### src/design/ltc_pkg.sv
// Package of constants and types for the line transmit control block
// How it works
// All-ones insert bit 2 set: input data dropped, unframed all-ones sent instead.
// Edge select 0 samples rails on clock falling edge; 1 on rising edge.
// Software writes build-out 0 for cable up to 225 feet, else 1.
// Build-out bit 0 ignored at E3; shapes pulses only at DS3 and STS-1.
// Every channel keeps its own sample edge selection, independent of others.
// Reserved control bits read as zero and writes to them do nothing.
package ltc_pkg;
  // Register offsets within a channel page; the page is the address high nibble
  localparam logic [3:0] LTC_TX_CTRL_OFS = 4'h4;
  localparam logic [3:0] LTC_RX_CTRL_OFS = 4'h5;
  localparam int LTC_CH_POS = 4;
  // Transmit control field positions
  localparam int LTC_BUILDOUT_BIT = 0;
  localparam int LTC_EDGE_BIT = 1;
  localparam int LTC_ALL_ONES_BIT = 2;
  localparam int LTC_PRBS_ERR_BIT = 4;
  localparam int LTC_DRIVE_MON_BIT = 5;
  // Writable bit masks; the rest are reserved
  localparam logic [7:0] LTC_TX_WMASK = 8'h37;
  localparam logic [7:0] LTC_RX_WMASK = 8'h3F;
  // Values after reset
  localparam logic [7:0] LTC_TX_RESET = 8'h00;
  localparam logic [7:0] LTC_RX_RESET = 8'h00;
  localparam logic [7:0] LTC_RDATA_RESET = 8'h00;
  // Defaults for structural parameters
  localparam int LTC_NCH = 12;
  localparam int LTC_FIFO_DEPTH = 8;

  typedef enum logic [1:0] {LTC_RATE_E3, LTC_RATE_DS3, LTC_RATE_STS1} ltc_rate_e;

  typedef struct packed {
    logic pos;
    logic neg;
  } ltc_rail_s;
endpackage

### src/design/ltc_fifo.sv
// Synchronous FIFO with valid/ready on both sides
`timescale 1ns/10ps
module ltc_fifo #(
  parameter int WIDTH = 2,
  parameter int DEPTH = 8
) (
  input wire logic clk,
  input wire logic rst,
  input wire logic in_valid,
  output logic in_ready,
  input wire logic [WIDTH-1:0] in_data,
  output logic out_valid,
  input wire logic out_ready,
  output logic [WIDTH-1:0] out_data
);
  localparam int AW = (DEPTH > 1) ? $clog2(DEPTH) : 1;
  localparam logic [AW:0] CNT_FULL = (AW + 1)'(DEPTH);
  localparam logic [AW-1:0] PTR_LAST = AW'(DEPTH - 1);

  logic [WIDTH-1:0] mem [DEPTH];
  logic [AW-1:0] wr_ptr_r;
  logic [AW-1:0] rd_ptr_r;
  logic [AW:0] count_r;
  wire push = in_valid && in_ready;
  wire pop = out_valid && out_ready;

  function automatic logic [AW-1:0] ptr_inc(input logic [AW-1:0] p);
    return (p == PTR_LAST) ? '0 : p + 1'b1;
  endfunction

  // Honest flags from the occupancy count
  assign in_ready = (count_r != CNT_FULL);
  assign out_valid = (count_r != '0);
  assign out_data = mem[rd_ptr_r];

  // Storage array
  always_ff @(posedge clk) begin
    if (push) begin
      mem[wr_ptr_r] <= in_data;
    end
  end

  // Pointers and count
  always_ff @(posedge clk or posedge rst) begin
    if (rst) begin
      wr_ptr_r <= '0;
      rd_ptr_r <= '0;
      count_r <= '0;
    end else begin
      if (push) wr_ptr_r <= ptr_inc(wr_ptr_r);
      if (pop) rd_ptr_r <= ptr_inc(rd_ptr_r);
      if (push && !pop) count_r <= count_r + 1'b1;
      else if (pop && !push) count_r <= count_r - 1'b1;
    end
  end
endmodule

### src/design/ltc_top.sv
// Per-channel transmit control registers and transmit rail capture path
`timescale 1ns/10ps
module ltc_top #(
  parameter int NCH = ltc_pkg::LTC_NCH,
  parameter int FIFO_DEPTH = ltc_pkg::LTC_FIFO_DEPTH
) (
  input wire logic clk,
  input wire logic rst,
  input wire logic [7:0] addr,
  input wire logic wr_en,
  input wire logic rd_en,
  input wire logic [7:0] wdata,
  output logic [7:0] rdata,
  input wire ltc_pkg::ltc_rate_e rate [NCH],
  input wire logic [NCH-1:0] tx_line_clock_in,
  input wire logic [NCH-1:0] tx_positive_rail_in,
  input wire logic [NCH-1:0] tx_negative_rail_in,
  output logic [NCH-1:0] tx_accept_ready,
  output logic [NCH-1:0] line_valid,
  input wire logic [NCH-1:0] line_ready,
  output ltc_pkg::ltc_rail_s line_data [NCH],
  output logic [NCH-1:0] buildout_active,
  output logic [NCH-1:0] drive_monitor_internal,
  output logic [NCH-1:0] prbs_error_insert,
  output logic [7:0] rx_ctrl [NCH]
);
  import ltc_pkg::*;

  // Channel data path, in order of flow:
  //   line clock and rails, two-stage synchroniser, edge detector,
  //   sample on the selected edge, FIFO, output register, consumer.
  // The line clock is sampled rather than used as a clock, so each of its
  // levels must last longer than one clk cycle or edges are lost.
  // Rails pass the same two stages as the clock, so the pair taken at a detected
  // edge is the pair that stood on the pins when that edge arrived.
  // In all-ones mode the FIFO keeps draining, so no stale system data waits
  // to leak onto the line once the mode is turned off again.
  // Reserved control bits are masked on write, so they always read back zero.

  // Control bytes of every channel, gathered for read-back
  wire [NCH-1:0][7:0] tx_bank;
  wire [NCH-1:0][7:0] rx_bank;

  // Address names a mapped channel page and the given register offset
  function automatic logic reg_hit(input logic [7:0] a, input logic [3:0] ofs);
    return (32'(a[7:LTC_CH_POS]) < NCH) && (a[LTC_CH_POS-1:0] == ofs);
  endfunction

  // Byte of the addressed channel; pages past the last channel give zero
  function automatic logic [7:0] pick_ctrl(input logic [NCH-1:0][7:0] bank,
      input logic [3:0] ch);
    logic [7:0] byte_v;
    byte_v = 8'h00;
    for (int i = 0; i < NCH; i++) begin
      if (32'(ch) == i) begin
        byte_v = bank[i];
      end
    end
    return byte_v;
  endfunction

  // Edge strobe chosen by the sample edge select bit
  function automatic logic pick_edge(input logic on_rise, input logic cur, input logic old);
    return on_rise ? (cur && !old) : (!cur && old);
  endfunction

  // One mark of the all-ones pattern; the phase picks the rail so marks alternate
  function automatic ltc_rail_s mark_word(input logic phase);
    ltc_rail_s w;
    w.pos = !phase;
    w.neg = phase;
    return w;
  endfunction

  // Address decode: high nibble picks the channel page, low nibble the register
  wire [3:0] ch_sel = addr[7:LTC_CH_POS];
  wire tx_hit = reg_hit(addr, LTC_TX_CTRL_OFS);
  wire rx_hit = reg_hit(addr, LTC_RX_CTRL_OFS);
  wire tx_wr = wr_en && tx_hit;
  wire rx_wr = wr_en && rx_hit;

  // Read selection; unmapped addresses and reserved bits read zero
  wire [7:0] tx_rd_byte = pick_ctrl(tx_bank, ch_sel);
  wire [7:0] rx_rd_byte = pick_ctrl(rx_bank, ch_sel);
  wire [7:0] rd_sel = tx_hit ? tx_rd_byte : (rx_hit ? rx_rd_byte : 8'h00);

  // Read data register; holds between reads
  always_ff @(posedge clk or posedge rst) begin
    if (rst) begin
      rdata <= LTC_RDATA_RESET;
    end else if (rd_en) begin
      rdata <= rd_sel;
    end
  end

  genvar g;
  for (g = 0; g < NCH; g++) begin : g_ch
    logic [7:0] tx_ctrl_r;
    logic [7:0] rx_ctrl_r;
    logic [2:0] sync1_r;
    logic [2:0] sync2_r;
    logic clk_prev_r;
    logic mark_phase_r;
    logic out_vld_r;
    ltc_rail_s out_data_r;
    logic fifo_vld;
    logic fifo_rdy;
    ltc_rail_s fifo_data;
    ltc_rail_s cap;
    ltc_rail_s ones_word;

    // Write strobes for this channel's page only
    wire page_me = (32'(ch_sel) == g);
    wire tx_wr_me = tx_wr && page_me;
    wire rx_wr_me = rx_wr && page_me;

    // Transmit control byte; reserved bits are never stored
    always_ff @(posedge clk or posedge rst) begin
      if (rst) begin
        tx_ctrl_r <= LTC_TX_RESET;
      end else if (tx_wr_me) begin
        tx_ctrl_r <= wdata & LTC_TX_WMASK;
      end
    end

    // Receive control byte; stored and exported, no behaviour here
    always_ff @(posedge clk or posedge rst) begin
      if (rst) begin
        rx_ctrl_r <= LTC_RX_RESET;
      end else if (rx_wr_me) begin
        rx_ctrl_r <= wdata & LTC_RX_WMASK;
      end
    end

    // Bytes gathered for the shared read path
    assign tx_bank[g] = tx_ctrl_r;
    assign rx_bank[g] = rx_ctrl_r;

    // Control decode for this channel
    wire all_ones = tx_ctrl_r[LTC_ALL_ONES_BIT];
    wire edge_rise = tx_ctrl_r[LTC_EDGE_BIT];
    wire buildout_bit = tx_ctrl_r[LTC_BUILDOUT_BIT];
    wire rate_e3 = (rate[g] == LTC_RATE_E3);
    assign buildout_active[g] = buildout_bit && !rate_e3;
    assign drive_monitor_internal[g] = tx_ctrl_r[LTC_DRIVE_MON_BIT];
    assign prbs_error_insert[g] = tx_ctrl_r[LTC_PRBS_ERR_BIT];
    assign rx_ctrl[g] = rx_ctrl_r;

    // First synchroniser stage for clock and rails
    always_ff @(posedge clk or posedge rst) begin
      if (rst) begin
        sync1_r <= 3'h0;
      end else begin
        sync1_r <= {tx_line_clock_in[g], tx_positive_rail_in[g], tx_negative_rail_in[g]};
      end
    end

    // Second synchroniser stage; only this stage is read by logic
    always_ff @(posedge clk or posedge rst) begin
      if (rst) begin
        sync2_r <= 3'h0;
      end else begin
        sync2_r <= sync1_r;
      end
    end

    // Previous clock level, reset to the idle low level so no false edge follows reset
    always_ff @(posedge clk or posedge rst) begin
      if (rst) begin
        clk_prev_r <= 1'b0;
      end else begin
        clk_prev_r <= sync2_r[2];
      end
    end

    // Selected edge of the synchronised line clock and the rail pair it captures
    wire line_clk_now = sync2_r[2];
    wire sample = pick_edge(edge_rise, line_clk_now, clk_prev_r);
    assign cap = '{pos: sync2_r[1], neg: sync2_r[0]};

    // Elastic store between line edges and the consumer; a full store drops samples
    ltc_fifo #(
      .WIDTH($bits(ltc_rail_s)),
      .DEPTH(FIFO_DEPTH)
    ) u_ltc_fifo (
      .clk(clk),
      .rst(rst),
      .in_valid(sample),
      .in_ready(tx_accept_ready[g]),
      .in_data(cap),
      .out_valid(fifo_vld),
      .out_ready(fifo_rdy),
      .out_data(fifo_data)
    );

    // Output stage: room when empty or when the consumer takes the word
    wire out_room = !out_vld_r || line_ready[g];
    wire load = out_room && (all_ones || fifo_vld);
    assign fifo_rdy = out_room || all_ones; // Drain and discard
    assign ones_word = mark_word(mark_phase_r);

    // Output word register
    always_ff @(posedge clk or posedge rst) begin
      if (rst) begin
        out_data_r <= '0;
      end else if (load) begin
        out_data_r <= all_ones ? ones_word : fifo_data;
      end
    end

    // Output valid: set on load, cleared once the consumer takes the word
    always_ff @(posedge clk or posedge rst) begin
      if (rst) begin
        out_vld_r <= 1'b0;
      end else if (load) begin
        out_vld_r <= 1'b1;
      end else if (line_ready[g]) begin
        out_vld_r <= 1'b0;
      end
    end

    // Mark phase advances with every all-ones word handed over
    always_ff @(posedge clk or posedge rst) begin
      if (rst) begin
        mark_phase_r <= 1'b0;
      end else if (load && all_ones) begin
        mark_phase_r <= !mark_phase_r; // Alternating marks
      end
    end

    // Outputs straight from the registers
    assign line_valid[g] = out_vld_r;
    assign line_data[g] = out_data_r;
  end
endmodule

### config.mk
export PLATFORM = sky130hd
export DESIGN_NAME = ltc_top
export DESIGN_NICKNAME = d
export VERILOG_FILES = /design/src/design/ltc_pkg.sv /design/src/design/ltc_fifo.sv /design/src/design/ltc_top.sv
export SDC_FILE = /design/constraint.sdc
export NUM_CORES = 1
export LEC_CHECK = 0
export BUFFER_PORTS_ARGS = -buffer_cell sky130_fd_sc_hd__buf_2
export CORE_MARGIN = 4
export CORE_UTILIZATION = 54
export DETAILED_ROUTE_END_ITERATION = 12
export PLACE_DENSITY_LB_ADDON = 0.15
export SETUP_SLACK_MARGIN = 0.3
export SLEW_MARGIN = 5
export SYNTH_ARGS = -nofsm -noshare
export SYNTH_HDL_FRONTEND = slang
export SYNTH_HIERARCHICAL = 1
export SYNTH_SLANG_ARGS = --single-unit
### constraint.sdc
create_clock -name clk -period 8.5 [get_ports clk]
set_input_delay 0.85 -clock clk [delete_from_list [all_inputs] [get_ports clk]]
set_output_delay 0.85 -clock clk [all_outputs]
set_load 0.05 [all_outputs]
==> results of run 1 <==
-- layer usage --
metal  global-route usage, %  routed length [µm]
met5                       0                  26
met4                    7.74                2200
met3                    6.81                5330
met2                    37.1               30500
met1                    29.9               26000
-- sequential cells by signal, summed over array words and instances, names as in the netlist --
name,flops
g_ch.clk_prev_r,12
g_ch.mark_phase_r,12
g_ch.out_vld_r,12
g_ch.rx_ctrl_r,72
g_ch.sync1_r,36
g_ch.sync2_r,36
g_ch.tx_ctrl_r,60
g_ch.u_ltc_fifo/count_r,48
g_ch.u_ltc_fifo/mem,192
g_ch.u_ltc_fifo/rd_ptr_r,36
g_ch.u_ltc_fifo/wr_ptr_r,36
line_data,24
rdata,6
-- cell type report --
class,instances,area [µm²],area share [%]
clock inverter,22,219,0.698
sequential,582,15500,49.5
multi-input combinational,1316,11500,36.5
antenna,2,5.00,0.0160
timing repair buffer,259,1320,4.20
inverter,47,180,0.575
clock buffer,89,1800,5.75
tap,680,851,2.71
-- kinds of logic (layout without fill, tap and decap cells) --
kind of cell,Yosys count,in the layout
xor gates and xnor gates,36,36
buffers and inverters,175,417
muxes,319,319
DFF,582,582
and+or+nand+nor,592,592
other,1,28
AOI/OAI and AO/OA,247,247
adders and majority gates,96,96
-- Yosys cell counts, drive strengths merged, types with 8 or more instances --
cell type	count
nor2	133
mux2i	22
nor3	74
or3	45
o21a	17
fa	12
o221ai	19
nand3	40
or4	24
edfxtp	192
a211o	13
nand2	96
nor2b	32
or4b	12
a21o	14
xnor2	36
nand3b	38
a21oi	46
nand2b	67
clkbuf	26
mux4	55
dfrtp	390
mux2	242
ha	84
nor4	13
buf	102
o21ai	76
a31oi	11
inv	47
a22o	8
-- worst reg2reg max path, delay by kind of cell (launching register included) --
family	cells	cell delay, ps
and+or+nand+nor	4	870
AOI/OAI and AO/OA	2	710
adders and majority gates	2	610
DFF	1	390
buffers and inverters	2	240
-- report_power, final --
part | switching, mW | internal (mW) | leakage (nW) | total (mW)
Sequential | 0.667 | 3.42 | 6.57 | 4.09
Clock | 1.07 | 1.58 | 0.997 | 2.66
Combinational | 1.52 | 1.50 | 5.90 | 3.02
-- layout by cell type (no fill, tap or decap), types with 11 or more instances in the layout --
cell                        count
sky130_fd_sc_hd__nor4_1        13
sky130_fd_sc_hd__clkbuf_16     63
sky130_fd_sc_hd__mux2_2       198
sky130_fd_sc_hd__dfrtp_1      390
sky130_fd_sc_hd__o21a_1        17
sky130_fd_sc_hd__or3_1         45
sky130_fd_sc_hd__nand2b_1      67
sky130_fd_sc_hd__nand3_1       38
sky130_fd_sc_hd__mux4_2        55
sky130_fd_sc_hd__conb_1        26
sky130_fd_sc_hd__clkbuf_8      13
sky130_fd_sc_hd__nand2_8       12
sky130_fd_sc_hd__inv_1         46
sky130_fd_sc_hd__ha_1          84
sky130_fd_sc_hd__xnor2_1       36
sky130_fd_sc_hd__o221ai_1      19
sky130_fd_sc_hd__a31oi_1       11
sky130_fd_sc_hd__edfxtp_1     192
sky130_fd_sc_hd__or4_1         12
sky130_fd_sc_hd__or4b_4        12
sky130_fd_sc_hd__a211o_1       13
sky130_fd_sc_hd__a21oi_1       45
sky130_fd_sc_hd__buf_2        251
sky130_fd_sc_hd__clkbuf_1      13
sky130_fd_sc_hd__a21o_2        12
sky130_fd_sc_hd__nand2_4       13
sky130_fd_sc_hd__nor3_1        59
sky130_fd_sc_hd__o21ai_0       76
sky130_fd_sc_hd__nor2b_1       32
sky130_fd_sc_hd__nand2_1       70
sky130_fd_sc_hd__mux2_4        41
sky130_fd_sc_hd__nor3_4        15
sky130_fd_sc_hd__nand3b_1      37
sky130_fd_sc_hd__or4_4         11
sky130_fd_sc_hd__mux2i_1       22
sky130_fd_sc_hd__nor2_1       126
sky130_fd_sc_hd__fa_1          12
-- worst paths after layout --
| kind | from | endpoint | slack [ps] | depth (start not counted) |
|---|---|---|---|---|
| worst max-delay path | addr[4] | rdata[0] | 5340 | 7 |
| worst min-delay path | tx_negative_rail_in[10] | g_ch[10].sync1_r[0] | 340 | 1 |
| worst max register to register | g_ch[3].sync2_r[2] | g_ch[3].u_ltc_fifo/count_r[3] | 5560 | 10 |
| worst min register to register | g_ch[0].sync1_r[2] | g_ch[0].sync2_r[2] | 350 | 0 |
| max in group asynchronous | rst | g_ch[9].sync1_r[0] | 6420 | 4 |
| min in group asynchronous | rst | g_ch[7].u_ltc_fifo/count_r[2] | 480 | 3 |
==> flow_results.org, run 1 <==
** Yosys
- The most used flip-flop cell after synthesis is sky130_fd_sc_hd__dfrtp_1.
- Sequential elements use 55.7% of the synthesized area.
- Share of synthesized cell area in and, or, nand and nor gates :: 13.5%
- Synthesized netlist cell count :: 2048
- Synth warnings :: 6
- The synthesized netlist devotes 4.63% of its cell area to adder and majority cells.
- After synthesis, the share of flip-flops with an asynchronous set or reset is 67.0%.
- The largest total area in the synthesized netlist belongs to sky130_fd_sc_hd__dfrtp_1.
- Area fraction of the dominant cell type after synthesis :: 35.0%
- The synthesized netlist occupies a cell area of 0.0279 mm².
- Ranked by total cell area, the synthesized netlist is headed by sky130_fd_sc_hd__dfrtp_1 35%, sky130_fd_sc_hd__edfxtp_1 21%, sky130_fd_sc_hd__mux2_2 8.0%.
- Count of cell types in the netlist :: 77
- Post-synth EDFFs :: 192
- Of the total synthesized cell area, the portion taken by XOR and XNOR cells is 1.13%.
- Share of synthesized area spent on multiplexers :: 15.6%
- Dividing the synthesized area by the synthesized cell count gives 13.6 µm².
- Summing the areas of all compound-gate instances in the mapped netlist gives 5.94% of the synthesized area.
- Number of synthesized register bits :: 582
- Main combinational cell family by area after synthesis :: multiplexers

** Cells and area
- At the end of the flow the core is filled with cells to 61.3%.
- Layout Cell Area excl Fill :: 0.0314 mm²
- The filler cells instantiated in the layout total 3954.
- Final net count :: 2454
- In the final layout, the share of cells above drive strength 1 is 32.1%.
- Relative to the synthesized area, the layout overhead comes to 12.5%.
- For this run, the number of standard cells in the final layout without fillers is 2997.

** Critical path
- Category of the critical setup timing path :: input pin to flop
- Worst path cell trace :: buf_2 > buf_4 > nand2b_1 > o221ai_1 > nand4_1 > a31o_2 > a32o_1
- STA puts the critical path data arrival time at 3650 ps.
- Along the worst path, the maximum fanout reaches 38.
- Critical Path Source Type :: input pin
- Slowest library cell on the worst path :: sky130_fd_sc_hd__nand2b_1
- Together, buffers and inverters on the worst path number 2.
- For the worst setup path, the data required time is 8990 ps.
- On the critical path the largest part of the delay comes from buffers and inverters.
- Slowest stage delay, CP :: 600 ps
- The worst setup path is captured at a flop.

** CTS
- For the worst-skew pair, the clock arrives at the later sink with an insertion delay of 610 ps.
- After clock tree synthesis, the flow added hold-fix buffers numbering 0.
- Root buffer cell :: sky130_fd_sc_hd__clkbuf_16
- Number of buffers inserted during clock tree synthesis :: 60
- Setup bufs post-CTS :: 0
- H-tree level count :: 2
- CTS saw 582 sinks.
- Clock Tree Buf Depth :: 3
- Clock-pin slew on the worst setup and hold paths :: 60 ps
- Gates resized during post-CTS repair numbered 0.
- TritonCTS clock tree :: done

** Placement
- Routability-driven placement congestion ratio :: 0.912
- Total instance count after detailed placement :: 2884
- Dpl hpwl :: 47000 µm
- Before CTS, the worst setup slack after placement is 4830 ps.
- Once placement finished, the instance area stood at 0.0293 mm².
- Quantity of I/O buffers inserted on ports :: 251

** STA
- The worst pin sits at a relative slew slack of 36.4%.
- The final critical path takes up 37.2% of the cycle.
- Final critical path time including I/O delays and setup :: 3160 ps
- For this run, the top clock speed supported by timing is 316 MHz.
- The final max-slew violation count was 0.
- Setup_tns :: 0 ps
- Worst Skew :: 18.5 ps
- Across all hold checks on the routed design, the worst slack comes to 344 ps.
- The final hold violation count was 0.
- Setup slack on the critical path of the routed design comes to 5340 ps.
- Setup violations remaining at the end of the flow were counted as 0.
- Unrepaired setup endpoints after global routing :: false
- Worst-margin pin slew :: 954 ps

** Drt
- Starting DRT DRC Count :: 1243
- The pre-antenna-repair detailed-routing pass consisted of 6 iterations.
- DR vias :: 17400
- In the final routed layout, each cell accounts on average for 21.4 µm.
- In the routed design, unresolved DRC markers number 0.
- After detailed routing, the total wire length is 64000 µm.
- In the routed layout, each cell is associated on average with a via count of 5.79.
- Once detail routing completed, the nets flagged for antenna violations numbered 0.

** Power and ir drop
- The worst-case IR drop observed on VDD is 199 µV.
- Power spread over the standard cell area amounts to 311 mW/mm².
- Leakage power :: 13.5 nW
- Summing internal, switching and leakage power gives 9.77 mW.

** GRT
- Across every metal layer, demand over resource in global routing totals 22.9%.
- The total overflow left after global routing is 0.
- Via count of the first global-routing pass :: 17800
- The first global-routing pass estimated 100000 µm of wire.
- Antenna violations before repair :: 4
- Entering global routing, the biggest net connects 71 pins.

** Run status
- Result of the run :: finished clean

** Die
- In this run the horizontal extent of the chip is 235 µm.
- The total area inside the core boundary comes to 0.0512 mm².
- Count of pins on the block boundary :: 280
- Floorplan die height :: 235 µm
- The die covers 0.0553 mm².
- Starting density of the core :: 54.5%
- Row count :: 83

** Min path
- Min-delay worst type :: input pin to flop

** Flow run
- Number of maximum-capacitance violations :: 0
Power figures use the tool's default switching activity.
==> inputs of run 2 (changes only) <==
ABC_AREA = 1   (was not set)
clock period = 3.2 ns   (was 8.5 ns; I/O delays follow)
==> flow_results.org, run 2 <==
** Run status
- Result of the run :: finished clean (unchanged)

** GRT
- The largest net degree at the start of global routing was 108 (was 71).
- Global-route usage over all layers :: 23.5% (was 22.9%)
- The initial antenna violation count was 0 (was 4).
- The global-route layer with the greatest usage is met2 (unchanged).
- The first-pass GRT wire length was 102000 µm (was 100000 µm).
- Via count of the first global-routing pass :: 19600 (was 17800)
- Met2 Use GR :: 37.3% (was 37.1%)
- The overflow left after global routing was 0 (unchanged).
- Met3 Use GR :: 5.72% (was 6.81%)
- The global routing usage on met1 was 32.3% (was 29.9%).

** STA
- The final-layout setup total negative slack came to 0 ps (unchanged).
- Final critical path time including I/O delays and setup :: 2390 ps
- Worst-margin pin slew :: 1090 ps (was 954 ps)
- Worst Skew :: 20.4 ps (was 18.5 ps)
- Maximum frequency from static timing analysis :: 418 MHz
- In the finished design, the share of the clock period the worst path needs comes to 74.8%.
- The final worst hold slack was 35.7 ps (was 344 ps).
- Unrepaired setup endpoints after global routing: false (unchanged).
- The max-slew headroom at the worst pin is 27.2% (was 36.4%).
- The final max-slew violation count was 0 (unchanged).
- The final hold violation count is 0 (unchanged).
- The number of setup violations in the final report is 0 (unchanged).

** Drt
- DRT Pass-1 Iters :: 5 (was 6)
- The number of DRC markers after the initial detailed-route iteration was 1578 (was 1243).
- The count of antenna-violating nets left after detailed routing came to 0 (unchanged).
- The DRC violation count after routing is 0 (unchanged).
- Post-DR wirelength/cell :: 15.9 µm (was 21.4 µm)
- DR vias :: 20700 (was 17400)
- The total wire length after detailed routing is 65100 µm (was 64000 µm).
- The post-detailed-route via-to-cell ratio came to 5.06 (was 5.79).

** Yosys
- Synth Cell Area :: 0.0277 mm² (was 0.0279 mm²)
- The share of the synthesized area in the top cell type came to 35.2% (was 35.0%).
- Avg Cell Area, Syn :: 8.94 µm² (was 13.6 µm²)
- The cell accounting for the most synthesized area is sky130_fd_sc_hd__dfrtp_1 (unchanged).
- The commonest register cell after synthesis is sky130_fd_sc_hd__dfrtp_1 (unchanged).
- The post-synthesis cell count was 3100 (was 2048).
- Sequential cell area fraction in the yosys report :: 56.0% (was 55.7%)
- Dominant cells by area after synthesis :: sky130_fd_sc_hd__dfrtp_1 35%, sky130_fd_sc_hd__edfxtp_1 21%, sky130_fd_sc_hd__nand2_1 13% (was sky130_fd_sc_hd__dfrtp_1 35%, sky130_fd_sc_hd__edfxtp_1 21%, sky130_fd_sc_hd__mux2_2 8.0%)
- Post-synth EDFFs :: 192 (unchanged)
- The total number of yosys warnings is 6 (unchanged).
- Count of cell types in the netlist :: 37 (was 77)
- Most used standard cells in the synthesized netlist: 987 x sky130_fd_sc_hd__nand2_1, 390 x sky130_fd_sc_hd__dfrtp_1, 341 x sky130_fd_sc_hd__inv_1, 301 x sky130_fd_sc_hd__nor2_1, 192 x sky130_fd_sc_hd__edfxtp_1 (was 390 x sky130_fd_sc_hd__dfrtp_1, 198 x sky130_fd_sc_hd__mux2_2, 192 x sky130_fd_sc_hd__edfxtp_1, 126 x sky130_fd_sc_hd__nor2_1, 84 x sky130_fd_sc_hd__ha_1).
- Fraction of registers with async set or reset after synthesis :: 67.0% (unchanged)
- The synthesis-stage register bit count was 582 (unchanged).
- Most frequently used cell type in the post-synthesis netlist :: sky130_fd_sc_hd__nand2_1 (was sky130_fd_sc_hd__dfrtp_1)

** Cells and area
- The proportion of layout cells with a drive suffix above 1 came to 14.1% (was 32.1%).
- Area growth from synthesis to layout :: 13.8% (was 12.5%)
- Most frequent standard cell in the layout excluding fill and tap cells :: sky130_fd_sc_hd__nand2_1 (was sky130_fd_sc_hd__dfrtp_1)
- Commonest cells after routing, fill and taps aside: 987 x sky130_fd_sc_hd__nand2_1, 390 x sky130_fd_sc_hd__dfrtp_1, 340 x sky130_fd_sc_hd__inv_1, 301 x sky130_fd_sc_hd__nor2_1, 251 x sky130_fd_sc_hd__buf_2 (was 390 x sky130_fd_sc_hd__dfrtp_1, 251 x sky130_fd_sc_hd__buf_2, 198 x sky130_fd_sc_hd__mux2_2, 192 x sky130_fd_sc_hd__edfxtp_1, 126 x sky130_fd_sc_hd__nor2_1).
- The net total in the final layout came to 3556 (was 2454).
- The flip-flop count of the largest register, all copies and words added was 192 (unchanged).
- The number of antenna cells inserted is 0 (was 2).
- Biggest registers after layout :: g_ch.u_ltc_fifo/mem (192), g_ch.rx_ctrl_r (72), g_ch.tx_ctrl_r (60) (unchanged)
- Most flop-heavy register :: g_ch.u_ltc_fifo/mem (unchanged)
- # fillers :: 4246 (was 3954)

** CTS
- The clock transition at the register clock pins on the worst setup and hold paths after CTS was 60 ps (about the same).
- The number of H-tree levels was 2 (unchanged).
- The maximum number of buffers from clock root to sink came to 3 (unchanged).
- The number of buffers added to fix hold violations after cts came to 49 (was 0).
- Number of buffers inserted during clock tree synthesis :: 60 (unchanged)
- Setup bufs post-CTS :: 0 (unchanged)
- The clock network latency to the later pin of the worst-skew pair is 620 ps (was 610 ps).
- Number of sinks on the clock net :: 582 (unchanged)
- Root buffer cell :: sky130_fd_sc_hd__clkbuf_16 (unchanged)
- Post-cts sizing count :: 0 (unchanged)
- TritonCTS clock tree :: done (unchanged)

** Critical path
- Among the stages of the critical path, the cell type that occurs most often is sky130_fd_sc_hd__nand2_1.
- Critical Path Source Type :: flop (was input pin)
- The critical-path maximum fanout is 14 (was 38).
- Combined buffer and inverter count along the critical path :: 2 (unchanged)
- Critical path capture point type :: flop (unchanged)
- Reg2Reg Launch Point :: g_ch[0].tx_ctrl_r[1] (was g_ch[3].sync2_r[2])
- Slowest stage delay, CP :: 490 ps (was 600 ps)
- The startpoint of the most critical setup path was g_ch[0].tx_ctrl_r[1] (was addr[4]).
- The kind of cell with the highest combined delay on the critical path was simple AND/OR/NAND/NOR gates (was buffers and inverters).
- The required arrival time at the worst endpoint is 3700 ps (was 8990 ps).
- Category of the critical setup timing path :: flop to flop (was input pin to flop)
- Slowest library cell on the worst path :: sky130_fd_sc_hd__dfrtp_1 (was sky130_fd_sc_hd__nand2b_1)
- The critical path data arrival time came to 2900 ps (was 3650 ps).
- Worst path cell trace :: nor2_1 > a21oi_1 > nand2_4 > inv_1 > ha_1 > inv_1 > ha_1 > or2_2 > nand2_1 > nand2_1 > nand3_1 > nand2_1 (was buf_2 > buf_4 > nand2b_1 > o221ai_1 > nand4_1 > a31o_2 > a32o_1)

** Power and ir drop
- Power Dens Cells :: 832 mW/mm² (was 311 mW/mm²)
- The logic gate share of total power came to 32.3% (was 30.9%).
- The design internal power is 16.2 mW (was 6.51 mW).
- The part of the power in the clock network came to 26.6% (was 27.2%).
- The sequential power share came to 41.1% (was 41.9%).
- The leakage component of the power is 15.5 nW (was 13.5 nW).
- The switching power came to 10.0 mW (was 3.26 mW).
- Maximum ir drop on the vdd rail :: 605 µV (was 199 µV)
- The net switching share of the total power came to 38.2% (was 33.3%).

** Die
- Floorplan die height :: 235 µm (about the same)
- Die boundary width :: 235 µm (about the same)
- Starting density of the core :: 54.9% (was 54.5%)
- The area inside the core boundary was 0.0505 mm² (was 0.0512 mm²).
- Area enclosed by the die boundary :: 0.0550 mm² (was 0.0553 mm²)
- Row count :: 82 (was 83)
- Count of pins on the block boundary :: 280 (unchanged)

** Placement
- The count of buffers from port buffering came to 251 (unchanged).
- The placer congestion estimate came to 0.858 (was 0.912).
- Dpl hpwl :: 48100 µm (was 47000 µm)

** Min path
- Hold path start :: line_ready[2] (was tx_negative_rail_in[10])
- Min-delay worst type :: input pin to flop (unchanged)

** Flow run
- Number of maximum-capacitance violations :: 0 (unchanged)
==> run 2: logic make-up after synthesis <==
logic type | synth area share, %
other cells | 0.0135
mux | 0.0361
simple gates | 24.5
fa+ha+maj | 4.66
buf+inv | 8.30
compound gates | 5.36
xor+xnor | 1.14
flops | 56.0
==> run 2: worst paths after layout <==
check	to	slack [ps]	cells past startpoint
worst min register to register	g_ch[8].sync2_r[0]	340	0
worst max register to register	g_ch[0].u_ltc_fifo/count_r[3]	810	12
min in group asynchronous	g_ch[5].tx_ctrl_r[4]	480	3
max in group asynchronous	g_ch[11].sync1_r[0]	1870	4
worst min-delay path	g_ch[2].out_vld_r	40	4
worst max-delay path	g_ch[0].u_ltc_fifo/count_r[3]	810	12
==> run 2: final cells by class <==
type	count	area, µm²	area share (%)
Clock buffer	78	1640	5.20
Timing Repair Buffer	313	1880	5.97
Multi-Input combinational cell	2060	9990	31.7
Clock inverter	36	342	1.08
Tap cell	672	841	2.67
Inverter	351	1330	4.21
Sequential cell	582	15500	49.2
==> run 2: worst reg2reg max path, stage by stage, from the launching register on <==
cell and delay, ps:
sky130_fd_sc_hd__dfrtp_1 490, sky130_fd_sc_hd__nor2_1 80, sky130_fd_sc_hd__a21oi_1 320, sky130_fd_sc_hd__nand2_4 170, sky130_fd_sc_hd__inv_1 110, sky130_fd_sc_hd__ha_1 180
sky130_fd_sc_hd__inv_1 100, sky130_fd_sc_hd__ha_1 310, sky130_fd_sc_hd__or2_2 310, sky130_fd_sc_hd__nand2_1 70, sky130_fd_sc_hd__nand2_1 40, sky130_fd_sc_hd__nand3_1 50
sky130_fd_sc_hd__nand2_1 50
==> run 2: power groups by stage <==
| stage | Combinational (mW) | Sequential, mW | Clock, mW |
|---|---|---|---|
| after CTS | 8.54 | 10.8 | 7.15 |
| after floorplan | 6.76 | 10.9 | 0 |
| after global placement | 8.04 | 10.8 | 0 |
| after global routing | 9.74 | 11.0 | 7.47 |
| after detailed placement | 8.45 | 10.9 | 0 |
| final | 8.48 | 10.8 | 6.98 |
==> run 2: routing by layer <==
metal,part of all wire (%),up-vias
li1,-,10300
met1,43,9724
met2,46,549
met3,8.1,120
met4,3.5,0
met5,0,-
==> run 2: per-stage QoR <==
step	setup slack, ps	utilization [%]	total power [mW]	cells	area, µm²
5_1_grt	634	62.5	28.2	4092	31500
2_1_floorplan	-687	-	17.7	3125	27800
3_5_place_dp	810	57.6	19.3	3929	29100
3_3_place_gp	839	57.6	18.8	3929	29100
4_1_cts	796	62.5	26.5	4092	31500
6_report	806	62.5	26.2	4092	31500
==> inputs of run 3 (changes only) <==
ABC_AREA = 0   (was 1)
clock period = 2.4 ns   (was 3.2 ns; I/O delays follow)
==> flow_results.org, run 3 (same netlist as run 1, synthesis figures left out) <==
** Run status
- Result of the run :: finished clean (unchanged)

** Critical path
- The category of the worst setup path capture point is a flop (unchanged).
- Count of cells along the worst register-to-register path :: 9 (was 12)
- Critical path fanouts, max :: 4 (was 14)
- Category of the critical setup timing path :: flop to flop (unchanged)
- The internal reg-to-reg setup slack is 80 ps (was 810 ps).
- Signal arrival time at the worst endpoint :: 2810 ps (was 2900 ps)
- Critical Path Source Type :: flop (unchanged)
- Reg2reg end :: g_ch[8].u_ltc_fifo/count_r[3] (was g_ch[0].u_ltc_fifo/count_r[3])
- The source of the worst register-to-register timing path is g_ch[8].u_ltc_fifo/count_r[2] (was g_ch[0].tx_ctrl_r[1]).
- Required time of the critical path :: 2890 ps (was 3700 ps)

** Cells and area
- Fraction of final layout cells with drive strength greater than 1 :: 41.3% (was 14.1%)
- Biggest registers after layout: g_ch.u_ltc_fifo/mem (192), g_ch.rx_ctrl_r (72), g_ch.tx_ctrl_r (60) (unchanged).
- Antenna diode count :: 0 (unchanged)
- The number of standard cells in the final layout excluding fillers came to 3241 (was 4092).
- The layout filler cell count came to 3695 (was 4246).
- The most frequent standard cell in the layout excluding fill and tap cells is sky130_fd_sc_hd__dfrtp_1 (was sky130_fd_sc_hd__nand2_1).
- The net total in the final layout is 2696 (was 3556).
- Flip-flop count of the largest register, all copies and words added :: 192 (unchanged)
- Area growth from synthesis to layout :: 23.2% (was 13.8%)
- Commonest cells after routing, fill and taps aside :: 384 x sky130_fd_sc_hd__dfrtp_1, 239 x sky130_fd_sc_hd__buf_2, 195 x sky130_fd_sc_hd__mux2_2, 192 x sky130_fd_sc_hd__edfxtp_1, 175 x sky130_fd_sc_hd__buf_4 (was 987 x sky130_fd_sc_hd__nand2_1, 390 x sky130_fd_sc_hd__dfrtp_1, 340 x sky130_fd_sc_hd__inv_1, 301 x sky130_fd_sc_hd__nor2_1, 251 x sky130_fd_sc_hd__buf_2)
- The sequential cell area was 0.0155 mm² (about the same).
- Footprint of the multi-input gates :: 0.0120 mm² (was 0.00999 mm²)
- The area of all placed cells without fillers came to 0.0344 mm² (was 0.0315 mm²).
- End-of-flow core utilization :: 67.1% (was 62.5%)
- The largest register by flop count is g_ch.u_ltc_fifo/mem (unchanged).

** Placement
- The post-DP HPWL is 49000 µm (was 48100 µm).
- Post-detailed-placement cell area :: 0.0304 mm² (was 0.0291 mm²)
- The count of buffers from port buffering is 251 (unchanged).
- Routability-driven placement congestion ratio :: 0.932 (was 0.858)
- The worst slack at placement is -17.6 ps (was 810 ps).
- The cell total after placement came to 2970 (was 3929).

** STA
- The part of the cycle the worst path needs came to 96.6% (was 74.8%).
- The final max-slew violation count came to 0 (unchanged).
- The post-route worst setup slack came to 81.0 ps (was 806 ps).
- Final critical path time including I/O delays and setup :: 2320 ps (was 2390 ps)
- Worst Skew :: 15.1 ps (was 20.4 ps)
- The max-slew headroom at the worst pin was 46.9% (was 27.2%).
- The transition time of the tightest slew-check pin came to 795 ps (was 1090 ps).
- The final-layout setup total negative slack was 0 ps (unchanged).
- The number of setup violations in the final report is 0 (unchanged).
- Number of endpoints with negative hold slack in the final report :: 0 (unchanged)
- The final worst hold slack came to 32.0 ps (was 35.7 ps).
- Unrepaired setup endpoints after global routing :: true (was false)
- Maximum frequency from static timing analysis :: 431 MHz (was 418 MHz)

** CTS
- The clock network latency to the later pin of the worst-skew pair came to 630 ps (was 620 ps).
- The root buffer cell is sky130_fd_sc_hd__clkbuf_16 (unchanged).
- Number of sinks on the clock net :: 582 (unchanged)
- The clock transition at the register clock pins on the worst setup and hold paths after CTS came to 60 ps (about the same).
- The total clock buffers created by CTS is 61 (was 60).
- The number of H-tree levels was 2 (unchanged).
- Clock Tree Buf Depth :: 3 (unchanged)
- TritonCTS clock tree :: done (unchanged)

** Power and ir drop
- Seq pwr share :: 37.5% (was 41.1%)
- Leakage power :: 14.8 nW (was 15.5 nW)
- The total power after layout is 38.1 mW (was 26.2 mW).
- The logic gate share of total power is 36.3% (was 32.3%).
- Internal power summed over all cells :: 25.4 mW (was 16.2 mW)
- The largest vdd supply drop came to 817 µV (was 605 µV).
- Proportion of total power due to net switching :: 33.3% (was 38.2%)
- Power Dens Cells :: 1110 mW/mm² (was 832 mW/mm²)
- Clock share of power :: 26.2% (was 26.6%)
- Switching power total :: 12.7 mW (was 10.0 mW)

** GRT
- The via count of the first global-routing pass came to 18900 (was 19600).
- The first-pass GRT wire length came to 106000 µm (was 102000 µm).
- Antenna violations before repair :: 1 (was 0)
- Total grt overflow :: 0 (unchanged)
- Pin count of the biggest net entering global routing :: 41 (was 108)
- Global-route usage over all layers :: 24.2% (was 23.5%)

** Drt
- The number of DRC markers after the initial detailed-route iteration came to 1016 (was 1578).
- Wire length reported by the detailed router :: 68500 µm (was 65100 µm)
- Post-DR wirelength/cell :: 21.1 µm (was 15.9 µm)
- The total via count in the routed design is 18400 (was 20700).
- Via density per instance :: 5.69 (was 5.06)
- The total iterations of the first detailed-routing run came to 7 (was 5).
- Remaining routing DRC violations :: 0 (unchanged)
- The count of antenna-violating nets left after detailed routing was 0 (unchanged).

** Die
- The area inside the core boundary was 0.0512 mm² (was 0.0505 mm²).
- The horizontal extent of the die is 235 µm (about the same).
- Row count :: 83 (was 82)
- Starting density of the core :: 54.5% (was 54.9%)
- Floorplan die height :: 235 µm (about the same)
- The number of ports placed on the die boundary is 280 (unchanged).
- Area enclosed by the die boundary :: 0.0553 mm² (was 0.0550 mm²)

** Flow run
- Number of maximum-capacitance violations :: 0 (unchanged)

** Min path
- Hold path start :: line_ready[6] (was line_ready[2])
- The worst hold-check path type is input pin to flop (unchanged).
- The number of cells on the worst hold path is 4 (unchanged).
- Endpoint with the worst hold slack :: line_data[11] (was g_ch[2].out_vld_r)
## run 3: cell count changes in the layout (fill, tap and decap cells not counted), sizes merged, moves of 38 or more
cell    delta
or2       -38
nand3b    +38
nand3     -77
nor2     -189
o21ai    -148
mux4      +55
inv      -303
buf      +194
mux2     +242
nand2    -934
or3       +45
nand2b    +67
## run 3: area by class of cell
class	instances	share of cell area [%]
Timing Repair Buffer	500	10.4
Sequential cell	582	45.2
Clock buffer	72	4.72
Tap cell	680	2.48
Multi-Input combinational cell	1316	35.0
Clock inverter	44	1.54
Inverter	47	0.699
## run 3: how the worst max path moves through the flow
stage | startpoint | end | slack (ps) | cells after the start
floorplan | rst | g_ch[0].clk_prev_r | -1410 | 1
global placement | g_ch[5].u_ltc_fifo/count_r[1] | g_ch[5].u_ltc_fifo/count_r[3] | 50 | 8
detailed placement | g_ch[5].u_ltc_fifo/count_r[1] | g_ch[5].u_ltc_fifo/count_r[3] | -20 | 8
CTS | g_ch[8].u_ltc_fifo/count_r[0] | g_ch[8].u_ltc_fifo/count_r[3] | 80 | 9
global route | g_ch[8].u_ltc_fifo/count_r[2] | g_ch[8].u_ltc_fifo/count_r[3] | 30 | 9
finish | g_ch[8].u_ltc_fifo/count_r[2] | g_ch[8].u_ltc_fifo/count_r[3] | 80 | 9
## run 3: routing by layer
layer	GRT usage, %	vias up	share of wire, %
li1	-	8438	-
met1	32.1	9356	41
met2	39.6	534	49
met3	6.10	117	7.4
met4	7.87	0	3.3
met5	0	-	0
## run 3: worst max-delay path: stages, from the launching register on
cell,delay (ps)
sky130_fd_sc_hd__dfrtp_1,400
sky130_fd_sc_hd__or4b_4,600
sky130_fd_sc_hd__nand2_8,100
sky130_fd_sc_hd__inv_4,30
sky130_fd_sc_hd__ha_4,170
sky130_fd_sc_hd__inv_4,70
sky130_fd_sc_hd__ha_4,210
sky130_fd_sc_hd__or4_4,420
sky130_fd_sc_hd__nand3_2,90
sky130_fd_sc_hd__o221ai_2,100
## run 3: power by group through the flow
stage                     Sequential (mW)  Clock [mW]  Combinational (mW)
after floorplan                      14.7           0                8.94
after global placement               14.4           0                11.4
after detailed placement             14.5           0                12.0
after CTS                            14.3        10.2                13.1
after global routing                 14.6        10.6                15.1
final                                14.3        9.96                13.8
## run 3: what timing repair did
action,in CTS,in global routing
endpoints found under the hold margin,174,0
pin swaps,68,74
hold buffers,42,0
buffers inserted,84,29
setup endpoints to repair,45,50
cloned,0,0
gates resized for setup,80,58
